<file path="config.mk">
export PLATFORM = sky130hd
export DESIGN_NAME = irtl_top
export DESIGN_NICKNAME = d
export VERILOG_FILES = /design/src/rtl/irtl_pkg.sv /design/src/rtl/irtl_fifo_if.sv /design/src/rtl/irtl_fifo.sv /design/src/rtl/irtl_top.sv
export SDC_FILE = /design/constraint.sdc
export NUM_CORES = 1
export LEC_CHECK = 0
export ABC_AREA = 1
export BUFFER_PORTS_ARGS = -buffer_cell sky130_fd_sc_hd__buf_2
export CORE_UTILIZATION = 46
export CTS_BUF_LIST = sky130_fd_sc_hd__clkbuf_16
export DETAILED_ROUTE_END_ITERATION = 6
export SYNTH_ARGS = -nofsm -noshare
export SYNTH_HDL_FRONTEND = slang
export SYNTH_HIERARCHICAL = 1
export SYNTH_SLANG_ARGS = --single-unit
</file>
<file path="constraint.sdc">
create_clock -name core_clk_i -period 8.7 [get_ports core_clk_i]
set_input_delay 2.175 -clock core_clk_i [delete_from_list [all_inputs] [get_ports core_clk_i]]
set_output_delay 2.175 -clock core_clk_i [all_outputs]
set_load 0.01 [all_outputs]
</file>
<file path="src/rtl/irtl_pkg.sv">
// Package with register map, field layout and timing constants of the IR block
package irtl_pkg;
	// Clock and microsecond tick
	localparam int CLK_MHZ = 125;
	localparam int TICK_US = 1;
	localparam int TICK_CYC = CLK_MHZ * TICK_US;
	localparam logic [7:0] TICK_LAST = 8'(TICK_CYC - 1);
	// Learning carrier range
	localparam int CARR_MIN_KHZ = 10;
	localparam int CARR_MAX_KHZ = 500;
	localparam int CARR_MAX_PER = (CLK_MHZ * 1000) / CARR_MIN_KHZ;
	localparam int CARR_MIN_PER = (CLK_MHZ * 1000) / CARR_MAX_KHZ;
	localparam logic [15:0] CARR_MAX_PER_W = 16'(CARR_MAX_PER);
	localparam logic [15:0] CARR_MIN_PER_W = 16'(CARR_MIN_PER);
	// Descriptor layout and FIFO
	localparam int DUR_W = 15;
	localparam logic [14:0] DUR_MAX = 15'h7fff;
	localparam int DESC_LEVEL_BIT = 15;
	localparam int FIFO_DEPTH = 16;
	localparam int FIFO_AW = 4;
	// Register offsets
	localparam logic [7:0] REG_CTRL = 8'h00;
	localparam logic [7:0] REG_CARR_HALF = 8'h04;
	localparam logic [7:0] REG_DESC = 8'h08;
	localparam logic [7:0] REG_FIFO_LVL = 8'h0c;
	localparam logic [7:0] REG_IRQ_STAT = 8'h10;
	localparam logic [7:0] REG_IRQ_MASK = 8'h14;
	localparam logic [7:0] REG_LRN_INTV = 8'h18;
	localparam logic [7:0] REG_LRN_CARR = 8'h1c;
	// Control fields
	localparam int CTRL_MOD_BIT = 0;
	localparam int CTRL_SRC_LSB = 1;
	localparam int CTRL_BIT_BIT = 3;
	localparam int CTRL_LRN_BIT = 4;
	localparam logic [31:0] CTRL_RST = 32'h0;
	localparam logic [15:0] CARR_HALF_RST = 16'h0641;
	// Interrupt status bits
	localparam int IRQ_UNDER = 0;
	localparam int IRQ_INTV = 1;
	localparam int IRQ_OVER = 2;
	localparam int IRQ_W = 3;
	// Source select codes
	localparam logic [1:0] SRC_DESC = 2'h0;
	localparam logic [1:0] SRC_BIT = 2'h1;
	localparam logic [1:0] SRC_UART = 2'h2;
	typedef enum logic [1:0] {IRTL_TX_IDLE, IRTL_TX_PLAY} irtl_tx_st_t;
endpackage : irtl_pkg

</file>
<file path="src/rtl/irtl_fifo_if.sv">
// Interface between the descriptor FIFO and the transmit sequencer
`timescale 1ns/1ns
interface irtl_fifo_if;
	logic push;
	logic [15:0] wdata;
	logic full;
	logic pop;
	logic [15:0] rdata;
	logic empty;
	logic [4:0] level;
	modport fifo (input push, input wdata, input pop, output full, output rdata, output empty, output level);
	modport user (output push, output wdata, output pop, input full, input rdata, input empty, input level);
endinterface : irtl_fifo_if

</file>
<file path="src/rtl/irtl_fifo.sv">
// Descriptor FIFO holding on/off state and duration words
`timescale 1ns/1ns
module irtl_fifo
	import irtl_pkg::*;
(
	input wire logic core_clk_i, // System clock
	input wire logic sys_rst_i, // Synchronous reset
	irtl_fifo_if.fifo f // FIFO port
);
	import irtl_pkg::*;
	typedef struct packed {
		logic [FIFO_AW-1:0] wp;
		logic [FIFO_AW-1:0] rp;
		logic [FIFO_AW:0] cnt;
	} irtl_fifo_st_t;
	irtl_fifo_st_t s_q, s_d;
	logic [15:0] mem [FIFO_DEPTH];
	logic do_push, do_pop;
	assign f.full = s_q.cnt == 5'(FIFO_DEPTH);
	assign f.empty = s_q.cnt == 5'h00;
	assign f.level = s_q.cnt;
	assign f.rdata = mem[s_q.rp];
	assign do_push = f.push && !f.full;
	assign do_pop = f.pop && !f.empty;
	always_comb begin
		s_d = s_q;
		if (do_push) begin
			s_d.wp = s_q.wp + 4'h1;
		end
		if (do_pop) begin
			s_d.rp = s_q.rp + 4'h1;
		end
		s_d.cnt = s_q.cnt + {4'h0, do_push} - {4'h0, do_pop};
		if (sys_rst_i) begin
			s_d = '0;
		end
	end
	always_ff @(posedge core_clk_i) begin
		s_q <= s_d;
		if (do_push) begin
			mem[s_q.wp] <= f.wdata;
		end
	end
endmodule : irtl_fifo

</file>
<file path="src/rtl/irtl_top.sv">
// IR transmitter with descriptor FIFO and carrier, plus IR learning receiver
//
// Our own choices: the register offsets and the address-and-strobe port.
`timescale 1ns/1ns
module irtl_top
	import irtl_pkg::*;
(
	input wire logic core_clk_i, // System clock, 125 MHz
	input wire logic sys_rst_i, // Synchronous reset, active high
	input wire logic [7:0] reg_addr_i, // Register byte address
	input wire logic [31:0] reg_wdata_i, // Register write data
	input wire logic reg_wr_i, // Write strobe
	input wire logic reg_rd_i, // Read strobe
	output logic [31:0] reg_rdata_o, // Read data, cycle after strobe
	input wire logic uart_txd_i, // Peripheral UART transmit line
	input wire logic ir_det_i, // IR detector pin, high when light seen
	output logic ir_tx_o, // IR emitter drive
	output logic irq_o // Level interrupt
);
	import irtl_pkg::*;

	// ==============================
	// State
	typedef struct packed {
		logic [31:0] rdata;
		logic [31:0] ctrl;
		logic [15:0] carr_half;
		logic [15:0] carr_cnt;
		logic carr_ph;
		logic [IRQ_W-1:0] stat;
		logic [IRQ_W-1:0] mask;
		logic [7:0] tick_cnt;
		irtl_tx_st_t tx_st;
		logic tx_lvl;
		logic [14:0] tx_rem;
		logic ir_out;
		logic [1:0] uart_sy;
		logic [1:0] det_sy;
		logic det_prev;
		logic env;
		logic [15:0] edge_gap;
		logic [15:0] per_meas;
		logic [15:0] lrn_per;
		logic [14:0] lrn_dur;
		logic [15:0] lrn_intv;
	} irtl_st_t;
	irtl_st_t s_q, s_d;
	irtl_fifo_if fif ();

	irtl_fifo u_fifo (
		.core_clk_i(core_clk_i),
		.sys_rst_i(sys_rst_i),
		.f(fif)
	);

	function automatic logic [15:0] sat_inc16(input logic [15:0] v);
		sat_inc16 = (v == 16'hffff) ? v : v + 16'h0001;
	endfunction : sat_inc16

	logic tick;
	logic wr_desc;
	logic tx_src;
	logic det_rise;
	logic env_now;
	logic [1:0] src;
	logic [IRQ_W-1:0] stat_set;

	assign tick = s_q.tick_cnt == TICK_LAST;
	assign src = s_q.ctrl[CTRL_SRC_LSB +: 2];
	assign wr_desc = reg_wr_i && reg_addr_i == REG_DESC;
	assign fif.push = wr_desc;
	assign fif.wdata = reg_wdata_i[15:0];
	assign fif.pop = (s_q.tx_st == IRTL_TX_IDLE || (tick && s_q.tx_rem == 15'h0001)) && !fif.empty
		&& src == SRC_DESC;
	assign det_rise = s_q.det_sy[1] && !s_q.det_prev;
	// Envelope: still present while edges keep coming faster than the slowest carrier
	assign env_now = s_q.det_sy[1] || (s_q.edge_gap < CARR_MAX_PER_W);

	always_comb begin
		case (src)
			SRC_DESC: tx_src = s_q.tx_st == IRTL_TX_PLAY && s_q.tx_lvl;
			SRC_BIT: tx_src = s_q.ctrl[CTRL_BIT_BIT];
			SRC_UART: tx_src = !s_q.uart_sy[1];
			default: tx_src = 1'b0;
		endcase
	end

	// ==============================
	// Next state
	always_comb begin
		s_d = s_q;
		s_d.rdata = 32'h0;
		stat_set = '0;
		s_d.tick_cnt = tick ? 8'h00 : s_q.tick_cnt + 8'h01;
		s_d.uart_sy = {s_q.uart_sy[0], uart_txd_i};
		s_d.det_sy = {s_q.det_sy[0], ir_det_i};
		s_d.det_prev = s_q.det_sy[1];

		// Register writes
		if (reg_wr_i) begin
			case (reg_addr_i)
				REG_CTRL: s_d.ctrl = {27'h0, reg_wdata_i[4:0]};
				REG_CARR_HALF: s_d.carr_half = reg_wdata_i[15:0];
				REG_IRQ_MASK: s_d.mask = reg_wdata_i[IRQ_W-1:0];
				default: ;
			endcase
		end

		// Carrier generator, half period of carr_half plus one clocks
		if (s_q.carr_cnt >= s_q.carr_half) begin
			s_d.carr_cnt = 16'h0000;
			s_d.carr_ph = !s_q.carr_ph;
		end else begin
			s_d.carr_cnt = s_q.carr_cnt + 16'h0001;
		end

		// Descriptor sequencer
		case (s_q.tx_st)
			IRTL_TX_IDLE: begin
				if (fif.pop) begin
					s_d.tx_st = IRTL_TX_PLAY;
					s_d.tx_lvl = fif.rdata[DESC_LEVEL_BIT];
					s_d.tx_rem = (fif.rdata[14:0] == 15'h0) ? 15'h0001 : fif.rdata[14:0];
					s_d.tick_cnt = 8'h00;
				end
			end
			IRTL_TX_PLAY: begin
				if (tick) begin
					if (s_q.tx_rem != 15'h0001) begin
						s_d.tx_rem = s_q.tx_rem - 15'h0001;
					end else if (fif.pop) begin
						s_d.tx_lvl = fif.rdata[DESC_LEVEL_BIT];
						s_d.tx_rem = (fif.rdata[14:0] == 15'h0) ? 15'h0001 : fif.rdata[14:0];
					end else begin
						s_d.tx_st = IRTL_TX_IDLE;
						s_d.tx_lvl = 1'b0;
						if (src == SRC_DESC) begin
							stat_set[IRQ_UNDER] = 1'b1;
						end
					end
				end
				if (src != SRC_DESC) begin
					s_d.tx_st = IRTL_TX_IDLE;
				end
			end
			default: s_d.tx_st = IRTL_TX_IDLE;
		endcase

		// Output stage, carrier gated onto every on interval
		s_d.ir_out = tx_src && (!s_q.ctrl[CTRL_MOD_BIT] || s_q.carr_ph);

		// Learning receiver
		s_d.edge_gap = det_rise ? 16'h0000 : sat_inc16(s_q.edge_gap);
		if (det_rise && s_q.edge_gap >= CARR_MIN_PER_W && s_q.edge_gap < CARR_MAX_PER_W) begin
			s_d.lrn_per = s_q.edge_gap + 16'h0001;
		end
		if (s_q.ctrl[CTRL_LRN_BIT]) begin
			s_d.env = env_now;
			if (env_now != s_q.env) begin
				s_d.lrn_intv = {s_q.env, s_q.lrn_dur};
				s_d.lrn_dur = 15'h0000;
				if (s_q.stat[IRQ_INTV]) begin
					stat_set[IRQ_OVER] = 1'b1;
				end
				stat_set[IRQ_INTV] = 1'b1;
			end else if (tick && s_q.lrn_dur != DUR_MAX) begin
				s_d.lrn_dur = s_q.lrn_dur + 15'h0001;
			end
		end else begin
			s_d.env = 1'b0;
			s_d.lrn_dur = 15'h0000;
		end

		// Reads and write-one-to-clear; a new event wins over the clear
		s_d.stat = s_q.stat | stat_set;
		if (reg_wr_i && reg_addr_i == REG_IRQ_STAT) begin
			s_d.stat = (s_q.stat & ~reg_wdata_i[IRQ_W-1:0]) | stat_set;
		end
		if (reg_rd_i) begin
			case (reg_addr_i)
				REG_CTRL: s_d.rdata = s_q.ctrl;
				REG_CARR_HALF: s_d.rdata = {16'h0, s_q.carr_half};
				REG_FIFO_LVL: s_d.rdata = {26'h0, fif.full, fif.level};
				REG_IRQ_STAT: s_d.rdata = {29'h0, s_q.stat};
				REG_IRQ_MASK: s_d.rdata = {29'h0, s_q.mask};
				REG_LRN_INTV: s_d.rdata = {16'h0, s_q.lrn_intv};
				REG_LRN_CARR: s_d.rdata = {16'h0, s_q.lrn_per};
				default: s_d.rdata = 32'h0;
			endcase
		end

		if (sys_rst_i) begin
			s_d = '0;
			s_d.ctrl = CTRL_RST;
			s_d.carr_half = CARR_HALF_RST;
			// No edge seen yet, so no false envelope after reset
			s_d.edge_gap = CARR_MAX_PER_W;
			s_d.tx_st = IRTL_TX_IDLE;
		end
	end

	always_ff @(posedge core_clk_i) begin
		s_q <= s_d;
	end

	assign reg_rdata_o = s_q.rdata;
	assign ir_tx_o = s_q.ir_out;
	assign irq_o = |(s_q.stat & s_q.mask);
endmodule : irtl_top

</file>
==> flow_summary.toml <==
[power]
power_density_nw_per_um2 = 250
p_leak_nw = 9.43
p_total_mw = 5.52
ir_drop_mv = 0.187

[critical_path]
path_common_cell = "nand2_1"
regToRegSetupSlack_ns = 5.32
reg2reg_depth = 14
cp_data_arrival_time_ns = 4.66
slowest_stage = "nor2_2"
crit_fanout = 16
worst_setup_path_end_kind = "flop"
start_kind = "primary input"
worstPathRequired_ns = 8.88
crit_type = "in2reg"
crit_chain = "buf_2 -> inv_1 -> nand2_1 -> nor3_4 -> nand2_1 -> nor2_1 -> nand2_1 -> inv_1 -> nand2_1 -> nor2_2"
cp_slowest_stage_delay_ns = 0.98

[cells_and_area]
drive_above_1_share = 0.0933
area_growth_pct = 8.93
multi_input_area_um2 = 7030
final_cell_mix = "nand2_1 (579), inv_1 (372), edfxtp_1 (256)"
insertedDiodeCount = 0
fillerInstances = 4019
regArea_um2 = 11100
mostFrequentLayoutCell = "nand2_1"
fin_nets = 2412

[synth]
synth.cell_area_um2 = 20300
ys_ff_latch = 428
synth-edff-count = 256
ys_top_cells_by_area = "edfxtp_1 (38%), dfxtp_1 (17%), nand2_1 (11%), inv_1 (6.7%), nand3_1 (6.2%)"
syn_inst = 2322
yosysUniqueCellTypes = 56
yosys_warnings = 6
ys_seq_area_frac = 0.549
synthFlopType = "edfxtp_1"
syn_avg_cell_area_um2 = 8.73
yosys.area.top_type_share = 0.379
ys_async_sr_fraction = 0
yosys.area.top_type = "edfxtp_1"

[route]
first_pass_iters = 5
antenna_left = 0
viasPerCell = 5.03
route.vias.total = 14800
drt_drc_violations_left = 0
drt_iter0_drc = 1087
wl_per_cell_um = 16.5
drt-total-wl_um = 48600

[floorplan]
die_y_um = 212
die_w_um = 212
initial_utilization = 0.469
rows = 76
num_io_pins = 80
dieArea_um2 = 44900
core_um2 = 43300

[sta]
slew_headroom = 0.158
slew_violations = 0
min_period_ns = 4.48
rsz0062_at_grt = "false"
fmax_mhz = 223
finClkSkew_ns = 0.0159
fin_setup_tns_ns = 0
fin_crit_sh = 0.515
tightestPinTransition_ns = 1.26
hold_violations = 0
setup_viol = 0

[clocking]
hold_buffers = 0
path_clk_slew_ns = 0.06
ctsResizeCount = 0
clock_sinks = 428
clockRootBuffer = "clkbuf_16"
cts_setup_buffers = 0
cts_tree = "done"
ctsLongestPathBuffers = 3
clk_latency_ns = 0.58
cts_htree_levels = 2
numCtsBuffers = 47

[global_routing]
grt_first_pass_wirelength_um = 76500
grt_pass1_vias = 14000
grt_max_degree = 70
antenna_found_initial = 1
track_usage = 0.222
grt.overflow.total = 0

[job]
drv_cap = 0

[placed_design]
post-dp-hpwl_um = 31100
place_congestion = 0.838
io_buffers = 47

[outcome]
status = "completed"

[min_path]
hold_class = "reg2reg"
worst_hold_path.num_cells = 2
[worst paths after layout]
| check | startpoint | endpoint |
|---|---|---|
| max reg2reg | flop | s_q[86] |
| max | reg_addr_i[6] | u_fifo/mem[8][14] |
| min | s_q[81] | s_q[82] |
| min reg2reg | s_q[81] | s_q[82] |
[worst max-delay path, delay by kind of cell]
| kind | cells | cell delay [ns] |
|---|---|---|
| buf+inv | 3 | 0.34 |
| simple gates | 7 | 2.14 |
[power breakdown]
| part | total [mW] | internal [mW] | leakage, nW | switching, mW |
|---|---|---|---|---|
| registers | 2.28 | 2.21 | 3.70 | 0.0643 |
| logic | 1.34 | 0.413 | 4.97 | 0.929 |
| clock network | 1.90 | 1.09 | 0.771 | 0.808 |
| total | 5.52 | 3.72 | 9.43 | 1.80 |
[cell usage after synthesis, types with 2 or more instances]
| cell | instances |
|---|---|
| nand3_1 | 251 |
| inv_1 | 362 |
| o31ai_1 | 3 |
| nand3_4 | 3 |
| a21oi_2 | 6 |
| clkbuf_1 | 15 |
| ha_1 | 35 |
| nor3_1 | 24 |
| nand2_2 | 14 |
| o21ai_0 | 62 |
| a31oi_1 | 7 |
| inv_2 | 9 |
| o211ai_1 | 4 |
| nand2_4 | 9 |
| nor3_4 | 4 |
| a21oi_1 | 79 |
| nor2_2 | 8 |
| a211oi_1 | 4 |
| and3_1 | 2 |
| nor3_2 | 5 |
| edfxtp_1 | 256 |
| xor2_1 | 38 |
| nand3_2 | 5 |
| o221ai_1 | 2 |
| o21a_1 | 2 |
| o21ai_1 | 6 |
| buf_4 | 51 |
| dfxtp_1 | 172 |
| nand2_1 | 579 |
| inv_4 | 2 |
| or2_2 | 3 |
| nand4_1 | 19 |
| buf_6 | 21 |
| nor3b_1 | 2 |
| o22ai_1 | 7 |
| buf_2 | 25 |
| nor2_1 | 197 |
| xnor2_1 | 6 |
| nor2_4 | 6 |
[stage by stage]
stage / setup slack (ns) / utilization / cells / hold slack (ns) / cell area (µm²)
floorplan: 4.37 / - / 2337 / 0.388 / 20300
global placement: 3.70 / 0.477 / 2866 / 0.406 / 20600
detailed placement: 3.62 / 0.477 / 2866 / 0.402 / 20600
CTS: 4.23 / 0.511 / 2953 / 0.418 / 22100
global route: 3.97 / 0.511 / 2953 / 0.428 / 22100
finish: 4.22 / 0.511 / 2953 / 0.415 / 22100
[metal layers]
layer  global-route usage  routed length, µm  share of wire
met1                0.295              21800           0.45
met3               0.0352               2580          0.053
met2                0.362              22800           0.47
met5                    0                  0              0
met4               0.0857               1420          0.029
[final cells by class]
class,instances,area share
inverter,375,0.0641
clock inverter,37,0.00991
clock buffer,50,0.0566
multi-input combinational,1421,0.318
sequential,428,0.504
tap,585,0.0331
timing repair buffer,57,0.0140
[logic make-up after synthesis]
logic type / Yosys count / share of synthesized area
buffers and inverters: 488 / 0.109
AO/OA/AOI/OAI: 188 / 0.0515
flip-flops: 428 / 0.549
AND/OR/NAND/NOR: 1137 / 0.248
adder cells (fa/ha/maj): 36 / 0.0226
other: 1 / 0.000185
XOR/XNOR: 44 / 0.0190
[state kept, by name (all words and copies together), names as in the netlist, named ones only]
signal and cells:
u_fifo/mem 256, s_q 138, reg_rdata_o 16, u_fifo/s_q 8
u_fifo/f.level 5, ir_tx_o 1
Power figures use the tool's default switching activity.
